===== src/hdl/enhanced_waveform_unit_pkg.sv =====
// Package: register map, field layout, reset values and codes of the
// enhanced capture/compare/PWM unit.
// Assumes one 25 MHz clock that stands for the oscillator clock.
package enhanced_waveform_unit_pkg;

    // Register offsets on the plain register port
    localparam logic [3:0] OFF_TIMER_COUNT  = 4'h0;
    localparam logic [3:0] OFF_PERIOD_LIMIT = 4'h1;
    localparam logic [3:0] OFF_TIMER_CTRL   = 4'h2;
    localparam logic [3:0] OFF_DUTY_LOW     = 4'h3;
    localparam logic [3:0] OFF_DUTY_BUFFER  = 4'h4;
    localparam logic [3:0] OFF_UNIT_CTRL    = 4'h5;
    localparam logic [3:0] OFF_STATUS       = 4'h6;
    localparam logic [3:0] OFF_PORT_LATCH   = 4'h7;
    localparam logic [3:0] OFF_PORT_DIR     = 4'h8;

    // Reset values
    localparam logic [7:0] RST_TIMER_COUNT  = 8'h00;
    localparam logic [7:0] RST_PERIOD_LIMIT = 8'hFF;
    localparam logic [6:0] RST_TIMER_CTRL   = 7'h00;
    localparam logic [7:0] RST_DUTY         = 8'h00;
    localparam logic [7:0] RST_UNIT_CTRL    = 8'h00;
    localparam logic [3:0] RST_PORT_LATCH   = 4'h0;
    localparam logic [3:0] RST_PORT_DIR     = 4'hF;

    // Unit control fields
    localparam int STEER_HI = 7;
    localparam int STEER_LO = 6;
    localparam int DLSB_HI  = 5;
    localparam int DLSB_LO  = 4;
    localparam int MODE_HI  = 3;
    localparam int MODE_LO  = 0;
    localparam int POL_AC   = 1;
    localparam int POL_BD   = 0;

    // Timer control fields
    localparam int POST_HI  = 6;
    localparam int POST_LO  = 3;
    localparam int RUN_BIT  = 2;
    localparam int PRE_HI   = 1;
    localparam int PRE_LO   = 0;

    // Status fields
    localparam int MATCH_FLAG_BIT  = 0;
    localparam int PERIOD_FLAG_BIT = 1;

    // Mode codes
    localparam logic [3:0] MODE_OFF         = 4'h0;
    localparam logic [3:0] MODE_CMP_TOGGLE  = 4'h2;
    localparam logic [3:0] MODE_CAP_FALL    = 4'h4;
    localparam logic [3:0] MODE_CAP_RISE    = 4'h5;
    localparam logic [3:0] MODE_CAP_RISE4   = 4'h6;
    localparam logic [3:0] MODE_CAP_RISE16  = 4'h7;
    localparam logic [3:0] MODE_CMP_SET     = 4'h8;
    localparam logic [3:0] MODE_CMP_CLEAR   = 4'h9;
    localparam logic [3:0] MODE_CMP_SOFT    = 4'hA;
    localparam logic [3:0] MODE_CMP_SPECIAL = 4'hB;

    // Steering codes
    localparam logic [1:0] STEER_SINGLE   = 2'h0;
    localparam logic [1:0] STEER_FULL_FWD = 2'h1;
    localparam logic [1:0] STEER_HALF     = 2'h2;
    localparam logic [1:0] STEER_FULL_REV = 2'h3;

    // Prescale codes; 2 and 3 both divide by sixteen
    localparam logic [1:0] PRE_DIV1 = 2'h0;
    localparam logic [1:0] PRE_DIV4 = 2'h1;

    // One instruction cycle is four oscillator periods
    localparam int         QUARTERS     = 4;
    localparam logic [5:0] PRESC_TOP1   = 6'(QUARTERS * 1 - 1);
    localparam logic [5:0] PRESC_TOP4   = 6'(QUARTERS * 4 - 1);
    localparam logic [5:0] PRESC_TOP16  = 6'(QUARTERS * 16 - 1);

    // Edge counts of the counting capture modes
    localparam logic [3:0] CAP_LAST4    = 4'h3;
    localparam logic [3:0] CAP_LAST16   = 4'hF;

    typedef enum logic [1:0] {
        CLS_OFF     = 2'b00,
        CLS_CAPTURE = 2'b01,
        CLS_COMPARE = 2'b11,
        CLS_PWM     = 2'b10
    } unit_class_t;

    // Reserved codes fall into the off class: pins stay port pins
    function automatic unit_class_t classify(input logic [3:0] mode);
        unit_class_t c;
        c = CLS_OFF;
        case (mode)
            4'h4, 4'h5, 4'h6, 4'h7: c = CLS_CAPTURE;
            4'h2, 4'h8, 4'h9, 4'hA, 4'hB: c = CLS_COMPARE;
            4'hC, 4'hD, 4'hE, 4'hF: c = CLS_PWM;
            default: c = CLS_OFF;
        endcase
        return c;
    endfunction

endpackage


===== src/hdl/waveform_if.sv =====
// Interface: waveform and port state from the unit core to the pin stage.
// Assumes both ends sit in the same clock domain.
`timescale 1ns/1ns
interface waveform_if;
    import enhanced_waveform_unit_pkg::*;
    unit_class_t cls;
    logic [3:0]  mode;
    logic [1:0]  steer;
    logic [1:0]  pol;
    logic        pwm_level;
    logic        cmp_level;
    logic [3:0]  port_latch;
    logic [3:0]  port_dir;

    modport source (output cls, mode, steer, pol, pwm_level, cmp_level,
                    port_latch, port_dir);
    modport sink   (input  cls, mode, steer, pol, pwm_level, cmp_level,
                    port_latch, port_dir);
endinterface


===== src/hdl/pin_steering.sv =====
// Pin stage: maps PWM, compare level and port latch onto outputs A-D.
// Assumes all inputs come from flip-flops of the unit core.
`timescale 1ns/1ns
module pin_steering
    import enhanced_waveform_unit_pkg::*;
(
    waveform_if.sink   wf,
    output wire logic [3:0] pin_out,
    output wire logic [3:0] pin_oe
);

    typedef enum logic [2:0] {
        ROLE_PORT, ROLE_MOD, ROLE_MOD_N, ROLE_ACTIVE, ROLE_INACTIVE, ROLE_UNIT
    } pin_role_t;

    pin_role_t  role [4];
    logic [3:0] level;
    logic [3:0] drv;
    logic [3:0] oe;

    always_comb begin
        for (int i = 0; i < 4; i++) begin
            role[i] = ROLE_PORT;
        end
        if (wf.cls == CLS_PWM) begin
            case (wf.steer)
                STEER_SINGLE: role[0] = ROLE_MOD;
                STEER_FULL_FWD: begin
                    role[0] = ROLE_ACTIVE;
                    role[1] = ROLE_INACTIVE;
                    role[2] = ROLE_INACTIVE;
                    role[3] = ROLE_MOD;
                end
                STEER_HALF: begin
                    role[0] = ROLE_MOD;
                    role[1] = ROLE_MOD_N;
                end
                STEER_FULL_REV: begin
                    role[0] = ROLE_INACTIVE;
                    role[1] = ROLE_MOD;
                    role[2] = ROLE_ACTIVE;
                    role[3] = ROLE_INACTIVE;
                end
                default: role[0] = ROLE_MOD;
            endcase
        end else if (wf.cls == CLS_COMPARE &&
                     wf.mode != MODE_CMP_SOFT) begin
            role[0] = ROLE_UNIT;
        end
    end

    always_comb begin
        for (int i = 0; i < 4; i++) begin
            case (role[i])
                ROLE_MOD:      level[i] = wf.pwm_level;
                ROLE_MOD_N:    level[i] = ~wf.pwm_level;
                ROLE_ACTIVE:   level[i] = 1'b1;
                ROLE_INACTIVE: level[i] = 1'b0;
                default:       level[i] = 1'b0;
            endcase
            // A and C share one polarity bit, B and D the other
            if (role[i] == ROLE_PORT) begin
                drv[i] = wf.port_latch[i];
            end else if (role[i] == ROLE_UNIT) begin
                drv[i] = wf.cmp_level;
            end else begin
                drv[i] = level[i] ^ wf.pol[(i % 2 == 0) ? 1 : 0];
            end
            // The direction bits still gate every pin, unit-driven or not
            oe[i] = ~wf.port_dir[i];
        end
    end

    assign pin_out = drv;
    assign pin_oe  = oe;

endmodule


===== src/hdl/enhanced_waveform_unit_unit.sv =====
// Enhanced capture/compare/PWM unit with its 8-bit period timer.
// Assumes synchronous inputs on CLK and a master that follows the
// one-cycle strobe protocol of the plain register port.
//
// The register offsets and the strobed register port were decided locally.
`timescale 1ns/1ns
module enhanced_waveform_unit_unit
    import enhanced_waveform_unit_pkg::*;
(
    input  wire logic        CLK,
    input  wire logic        RESET,
    input  wire logic [3:0]  ADDR,
    input  wire logic [7:0]  WDATA,
    input  wire logic        WR,
    input  wire logic        RD,
    output wire logic [7:0]  RDATA,
    input  wire logic [15:0] CAPTURE_TIMER,
    input  wire logic        CONVERTER_ENABLE,
    input  wire logic [3:0]  PIN_IN,
    output wire logic [3:0]  PIN_OUT,
    output wire logic [3:0]  PIN_OE,
    output wire logic        MATCH_FLAG,
    output wire logic        TIMER_RESET,
    output wire logic        CONVERT_START
);

    typedef struct packed {
        logic [7:0] timer;
        logic [7:0] period;
        logic [6:0] tctrl;
        logic [5:0] presc;
        logic [3:0] post;
        logic [7:0] duty_low;
        logic [7:0] duty_buf;
        logic [1:0] duty_lsb_buf;
        logic [7:0] ctrl;
        logic [1:0] steer_q;
        logic [1:0] pol_q;
        logic       pwm_level;
        logic       cmp_level;
        logic       cmp_hit_prev;
        logic       cap_prev;
        logic [3:0] cap_count;
        logic       match_flag;
        logic       period_flag;
        logic [3:0] port_latch;
        logic [3:0] port_dir;
        logic [7:0] rdata;
        logic       timer_reset;
        logic       convert_start;
    } state_t;

    state_t      s;
    state_t      next_s;
    unit_class_t cls;
    logic [3:0]  mode;
    logic [5:0]  presc_top;
    logic        run;
    logic        tick;
    logic        period_end;
    logic [1:0]  next_fine;
    logic [9:0]  duty_next;
    logic        rise;
    logic        fall;
    logic        cap_event;
    logic        cmp_hit;
    logic        cmp_event;
    logic        set_match;
    logic        set_period;
    logic [1:0]  clr_status;
    logic [7:0]  rd_mux;

    // Quarter-cycle phase: the prescaler bits that step once per duty unit
    function automatic logic [1:0] phase_of(input logic [1:0] sel,
                                            input logic [5:0] p);
        logic [1:0] f;
        case (sel)
            PRE_DIV1: f = p[1:0];
            PRE_DIV4: f = p[3:2];
            default:  f = p[5:4];
        endcase
        return f;
    endfunction

    always_comb begin
        next_s = s;
        next_s.timer_reset   = 1'b0;
        next_s.convert_start = 1'b0;
        mode = s.ctrl[MODE_HI:MODE_LO];
        cls  = classify(mode);
        run  = s.tctrl[RUN_BIT];
        set_match  = 1'b0;
        set_period = 1'b0;

        // Prescaler counts oscillator clocks; its top two counting bits double as the
        // quarter-cycle phase, so one counter serves both purposes
        case (s.tctrl[PRE_HI:PRE_LO])
            PRE_DIV1: presc_top = PRESC_TOP1;
            PRE_DIV4: presc_top = PRESC_TOP4;
            default:  presc_top = PRESC_TOP16;
        endcase
        tick       = run && (s.presc == presc_top);
        period_end = tick && (s.timer == s.period);
        duty_next  = {s.duty_low, s.ctrl[DLSB_HI:DLSB_LO]};

        if (run) begin
            next_s.presc = tick ? 6'h00 : s.presc + 6'h01;
        end
        if (tick) begin
            next_s.timer = period_end ? 8'h00 : s.timer + 8'h01;
        end

        // Postscaler only paces the period flag, never the waveform
        if (period_end) begin
            if (s.post == s.tctrl[POST_HI:POST_LO]) begin
                next_s.post = 4'h0;
                set_period  = 1'b1;
            end else begin
                next_s.post = s.post + 4'h1;
            end
        end

        // PWM waveform
        if (cls == CLS_PWM) begin
            // Equality only: a duty beyond the period never matches.
            // The count of the next clock is compared, so the level is
            // high for exactly the duty value, not one clock more.
            next_fine = phase_of(s.tctrl[PRE_HI:PRE_LO], next_s.presc);
            if ({next_s.timer, next_fine} ==
                {s.duty_buf, s.duty_lsb_buf}) begin
                next_s.pwm_level = 1'b0;
            end
            if (period_end) begin
                next_s.duty_buf     = s.duty_low;
                next_s.duty_lsb_buf = s.ctrl[DLSB_HI:DLSB_LO];
                next_s.pwm_level    = (duty_next != 10'h000);
                next_s.steer_q      = s.ctrl[STEER_HI:STEER_LO];
                next_s.pol_q        = {s.ctrl[POL_AC], s.ctrl[POL_BD]};
            end
        end else begin
            next_fine        = 2'h0;
            next_s.pwm_level = 1'b0;
        end

        // Capture input edges on output A's pin
        next_s.cap_prev = PIN_IN[0];
        rise = PIN_IN[0] && !s.cap_prev;
        fall = !PIN_IN[0] && s.cap_prev;
        cap_event = 1'b0;
        if (cls == CLS_CAPTURE) begin
            case (mode)
                MODE_CAP_FALL: cap_event = fall;
                MODE_CAP_RISE: cap_event = rise;
                MODE_CAP_RISE4: begin
                    if (rise) begin
                        cap_event        = (s.cap_count == CAP_LAST4);
                        next_s.cap_count = cap_event ? 4'h0
                                                     : s.cap_count + 4'h1;
                    end
                end
                MODE_CAP_RISE16: begin
                    if (rise) begin
                        cap_event        = (s.cap_count == CAP_LAST16);
                        next_s.cap_count = s.cap_count + 4'h1;
                    end
                end
                default: cap_event = 1'b0;
            endcase
        end
        if (cap_event) begin
            next_s.duty_buf = CAPTURE_TIMER[15:8];
            next_s.duty_low = CAPTURE_TIMER[7:0];
            set_match       = 1'b1;
        end

        // Compare: act once when the timer first meets the value
        cmp_hit = (CAPTURE_TIMER == {s.duty_buf, s.duty_low});
        next_s.cmp_hit_prev = cmp_hit;
        cmp_event = (cls == CLS_COMPARE) && cmp_hit && !s.cmp_hit_prev;
        if (cmp_event) begin
            set_match = 1'b1;
            case (mode)
                MODE_CMP_TOGGLE: next_s.cmp_level = ~s.cmp_level;
                MODE_CMP_SET:    next_s.cmp_level = 1'b1;
                MODE_CMP_CLEAR:  next_s.cmp_level = 1'b0;
                MODE_CMP_SPECIAL: begin
                    next_s.timer_reset   = 1'b1;
                    next_s.convert_start = CONVERTER_ENABLE;
                end
                default: next_s.cmp_level = s.cmp_level;
            endcase
        end

        // Off mode parks the levels, capture count, steering, polarity and duty LSB buffer
        if (mode == MODE_OFF) begin
            next_s.pwm_level    = 1'b0;
            next_s.cmp_level    = 1'b0;
            next_s.cap_count    = 4'h0;
            next_s.steer_q      = STEER_SINGLE;
            next_s.pol_q        = 2'h0;
            next_s.duty_lsb_buf = 2'h0;
        end

        // Register writes; data writes win over hardware updates, but flag sets beat status clears
        clr_status = 2'h0;
        if (WR) begin
            case (ADDR)
                OFF_TIMER_COUNT: begin
                    next_s.timer = WDATA;
                    next_s.presc = 6'h00;
                end
                OFF_PERIOD_LIMIT: next_s.period = WDATA;
                OFF_TIMER_CTRL: begin
                    next_s.tctrl = WDATA[6:0];
                    next_s.post  = 4'h0;
                end
                OFF_DUTY_LOW: next_s.duty_low = WDATA;
                OFF_DUTY_BUFFER: begin
                    // Read-only in PWM, where the period end owns it
                    if (cls != CLS_PWM) begin
                        next_s.duty_buf = WDATA;
                    end
                end
                OFF_UNIT_CTRL: begin
                    next_s.ctrl = WDATA;
                    if (classify(WDATA[MODE_HI:MODE_LO]) != cls) begin
                        next_s.cap_count = 4'h0;
                    end
                end
                OFF_STATUS: clr_status = {WDATA[PERIOD_FLAG_BIT],
                                          WDATA[MATCH_FLAG_BIT]};
                OFF_PORT_LATCH: next_s.port_latch = WDATA[3:0];
                OFF_PORT_DIR:   next_s.port_dir   = WDATA[3:0];
                default: clr_status = 2'h0;
            endcase
        end

        // Flags clear on a written one; a same-cycle event still sets
        next_s.match_flag  = set_match | (s.match_flag & ~clr_status[0]);
        next_s.period_flag = set_period | (s.period_flag & ~clr_status[1]);

        // Read data stands only in the cycle after the strobe
        case (ADDR)
            OFF_TIMER_COUNT:  rd_mux = s.timer;
            OFF_PERIOD_LIMIT: rd_mux = s.period;
            OFF_TIMER_CTRL:   rd_mux = {1'b0, s.tctrl};
            OFF_DUTY_LOW:     rd_mux = s.duty_low;
            OFF_DUTY_BUFFER:  rd_mux = s.duty_buf;
            OFF_UNIT_CTRL:    rd_mux = s.ctrl;
            OFF_STATUS:       rd_mux = {6'h00, s.period_flag, s.match_flag};
            OFF_PORT_LATCH:   rd_mux = {4'h0, s.port_latch};
            OFF_PORT_DIR:     rd_mux = {4'h0, s.port_dir};
            default:          rd_mux = 8'h00;
        endcase
        next_s.rdata = RD ? rd_mux : 8'h00;
    end

    always_ff @(posedge CLK) begin
        if (RESET) begin
            s              <= '0;
            s.timer        <= RST_TIMER_COUNT;
            s.period       <= RST_PERIOD_LIMIT;
            s.tctrl        <= RST_TIMER_CTRL;
            s.duty_low     <= RST_DUTY;
            s.duty_buf     <= RST_DUTY;
            s.ctrl         <= RST_UNIT_CTRL;
            s.port_latch   <= RST_PORT_LATCH;
            s.port_dir     <= RST_PORT_DIR;
        end else begin
            s <= next_s;
        end
    end

    waveform_if wf ();

    assign wf.cls        = classify(s.ctrl[MODE_HI:MODE_LO]);
    assign wf.mode       = s.ctrl[MODE_HI:MODE_LO];
    assign wf.steer      = s.steer_q;
    assign wf.pol        = s.pol_q;
    assign wf.pwm_level  = s.pwm_level;
    assign wf.cmp_level  = s.cmp_level;
    assign wf.port_latch = s.port_latch;
    assign wf.port_dir   = s.port_dir;

    pin_steering u_pins (
        .wf      (wf.sink),
        .pin_out (PIN_OUT),
        .pin_oe  (PIN_OE)
    );

    assign RDATA         = s.rdata;
    assign MATCH_FLAG    = s.match_flag;
    assign TIMER_RESET   = s.timer_reset;
    assign CONVERT_START = s.convert_start;

endmodule


===== config.mk =====
export PLATFORM = sky130hd
export DESIGN_NAME = enhanced_waveform_unit_unit
export DESIGN_NICKNAME = d
export VERILOG_FILES = /design/src/hdl/enhanced_waveform_unit_pkg.sv /design/src/hdl/waveform_if.sv /design/src/hdl/pin_steering.sv /design/src/hdl/enhanced_waveform_unit_unit.sv
export SDC_FILE = /design/constraint.sdc
export NUM_CORES = 1
export LEC_CHECK = 0
export ABC_AREA = 1
export BUFFER_PORTS_ARGS = -buffer_cell sky130_fd_sc_hd__buf_2
export CORE_MARGIN = 2
export CORE_UTILIZATION = 40
export DETAILED_ROUTE_END_ITERATION = 12
export GPL_ROUTABILITY_DRIVEN = 0
export HOLD_SLACK_MARGIN = 0.1
export PLACE_DENSITY = 0.62
export SYNTH_ARGS = -nofsm -noshare
export SYNTH_HDL_FRONTEND = slang
export SYNTH_SLANG_ARGS = --single-unit
export TNS_END_PERCENT = 50

===== constraint.sdc =====
create_clock -name CLK -period 2.11 [get_ports CLK]
set_input_delay 0.211 -clock CLK [delete_from_list [all_inputs] [get_ports CLK]]
set_output_delay 0.211 -clock CLK [all_outputs]
set_load 0.005 [all_outputs]

==> out/metrics.csv <==
metric,value,unit
Worst Path Buf+Inv,3,
YS warnings,0,
placed inst area,5951,um2
"CP delay by family, top",flip-flops,
I/O Pins,56,
synth unique cells,50,
Clk pwr share,43.4,%
global route overflow,0,
largest net degree at the start of global routing,23,
multi-input logic area,3025,um2
"Cell Area, Synth",5454,um2
register area share after synthesis,34.14,%
initial antenna violation count,0,
First DRT Iteration DRCs,418,
diode count,0,
clock slew at reported path FFs,0.06,ns
Worst Hold Path Cells,2,
final WL,16480,um
Post-synth EDFFs,0,
via/cell ratio,5.182,
largest stage delay on the critical path,0.36,ns
Most used DFF post-synth,dfxtp_1,
post-synthesis register bit count,93,
std cell rows,42,
Reg area,1868,um2
Int Pwr,0.002848,W
Port-buffer cells,52,
Max clock buf depth,2,
die height,120.8,um
Final Critical Period,1.974,ns
Worst R2R Path Depth,14,
PwrDens,601.7,nW/um2
Avg WL per Cell,16.03,um
via count,5327,
most used cell along the critical path,inv_1,
H-tree Lvls,3,
vias in the first global route,4975,
CP max FO,4,
Fmax,506.5,MHz
die area,14590,um2
Die Wd,120.8,um
FILL cells,1372,
clock root buffer,clkbuf_16,
DRC viols,0,
Pre-Repair DR Iteration Count,5,
Hold Crit Class,primary input to flop,
CTS buffer count,9,
later-pin clock latency in the skew report,0.36,ns
leak pwr,2.710,nW
critical path type,flop to output pin,
Mapped Nets,825,
status,finished clean,
CP required,1.90,ns
final setup violation count,0,
Core Footprint,13300,um2
skew final,0.009544,ns
combinational power share,8.8,%
Final Max Slew Viols,0,
Initial Util,41.02,%
"Arr. time, crit path",1.76,ns
CP Launch Type,flop,
Sequential Power Share,47.7,%
unrepaired setup endpoints after global routing,yes,
CP Cell Sequence,"inv_1, nor2_2, inv_1, nor3_2, a31oi_1, xor2_1, nand2_1, o21ai_1, a21oi_1, buf_2",
Fin. Hold Viols,0,
clk sink count,93,
slowest CP cell,dfxtp_2,
hold_ws,0.1191,ns
critical path depth in cells,10,
final instance area,6314,um2
Switching Share,25.01,%
Tcrit/Tclk final,93.57,%
Mapped Avg Cell Area,6.957,um2
CP endpoint kind,output pin,
P&R area growth vs syn,15.76,%
max-cap viol count,0,
TritonCTS clock tree,built,
Synth async-reset ratio,0,%
Post-layout nets,888,
All-Layer GR Usage,23.48,%
first-pass GRT wire length,26310,um
P_sw,0.0009502,W
final core occ,47.49,%
Relative slew margins,65.82,%
Worst-Margin Slew,0.5108,ns
VDD IR max,0.5456,mV
share of layout cells above drive strength 1,18.54,%
cells after synthesis,784,
Antenna Violating Nets Remaining,0,
DP Wirelength,12750,um
[cell usage in the layout, fill, tap and decap left out, types with 21 or more instances in the layout]
cell type	n
nand2_1	164
inv_1	100
dfxtp_1	88
nor2_1	65
o21ai_0	53
a21oi_1	52
buf_2	52
nand3_1	39
buf_4	25
nand4_1	21
[sequential cells by signal, summed over array words and instances, names as in the netlist]
signal,cells
TIMER_RESET,1
RDATA,8
wf.port_dir,4
wf.port_latch,4
duty_next,10
wf.cmp_level,1
cls,2
wf.pol,2
mode,4
CONVERT_START,1
run,1
MATCH_FLAG,1
wf.steer,2
s,51
wf.pwm_level,1
[per-stage QoR]
step                power, W  std cells  setup WS [ns]  setup TNS (ns)
floorplan           0.002031        784         0.3626               0
finish              0.003799       1028         0.1357               0
CTS                 0.003822       1027        0.03383               0
global placement    0.002177       1010         0.1059               0
detailed placement  0.002178       1010        0.08711               0
global route        0.003924       1028      -0.001255       -0.001255
[synth_stat cells, types with 9 or more instances]
master / n / area, um2
inv_1: 100 / 375.4
a21oi_1: 52 / 260.3
o21ai_0: 53 / 265.3
nand4_1: 21 / 131.4
buf_4: 10 / 75.07
dfxtp_1: 93 / 1862
nand2_1: 166 / 623.1
nor2_1: 65 / 244.0
nand2_2: 12 / 75.07
nand3_1: 41 / 205.2
xor2_1: 12 / 105.1
a31oi_1: 9 / 56.30
xnor2_1: 19 / 166.4
o211ai_1: 9 / 67.56
o22ai_1: 10 / 62.56
o21ai_1: 15 / 75.07
[routing by layer]
metal / vias up / share of wire [%] / global-route usage, %
met4: 0 / 3.4 / 10.03
met1: 2382 / 46 / 32.79
met2: 184 / 43 / 35.06
met3: 34 / 7.0 / 4.717
met5: - / 0 / 0
li1: 2727 / - / -
[power by group through the flow]
stage	registers, W	clock network (W)	logic [W]
6_report	0.00181	0.00165	0.000335
4_1_cts	0.00181	0.00168	0.000329
5_1_grt	0.00182	0.00174	0.000370
3_3_place_gp	0.00185	0	0.000325
3_5_place_dp	0.00185	0	0.000327
2_1_floorplan	0.00184	0	0.000190
[area by class of cell]
| type | instances | share of cell area [%] |
|---|---|---|
| inverters | 107 | 6.441 |
| multi-input cells | 555 | 47.92 |
| well taps | 176 | 3.488 |
| clock buffers | 11 | 3.845 |
| clock inverters | 5 | 0.7927 |
| repair buffers | 81 | 7.927 |
| flip-flops and latches | 93 | 29.59 |
[cells by family (layout without fill, tap and decap cells)]
logic type	Yosys count	in the layout	share of synthesized area, %
mux	1	1	0.1835
xor+xnor	31	31	4.978
buf+inv	136	204	11.01
simple gates	345	345	30.03
flops	93	93	34.14
compound gates	174	174	18.74
fa+ha+maj	4	4	0.9177
[path summary, 6_finish.rpt]
check	from	slack, ns	end
min	CONVERTER_ENABLE	0.12	CONVERT_START
max	cls[1]	0.14	PIN_OUT[0]
max reg2reg	s[62]	0.18	wf.pwm_level
min reg2reg	s[18]	0.48	s[18]
[timing repair]
item	4_1_cts	5_1_grt
pin swaps	0	1
gates resized for setup	2	14
buffers inserted	0	1
endpoints found under the setup margin	1	8
endpoints found under the hold margin	1	0
hold buffers	1	0
(Power assumes the default switching activity.)
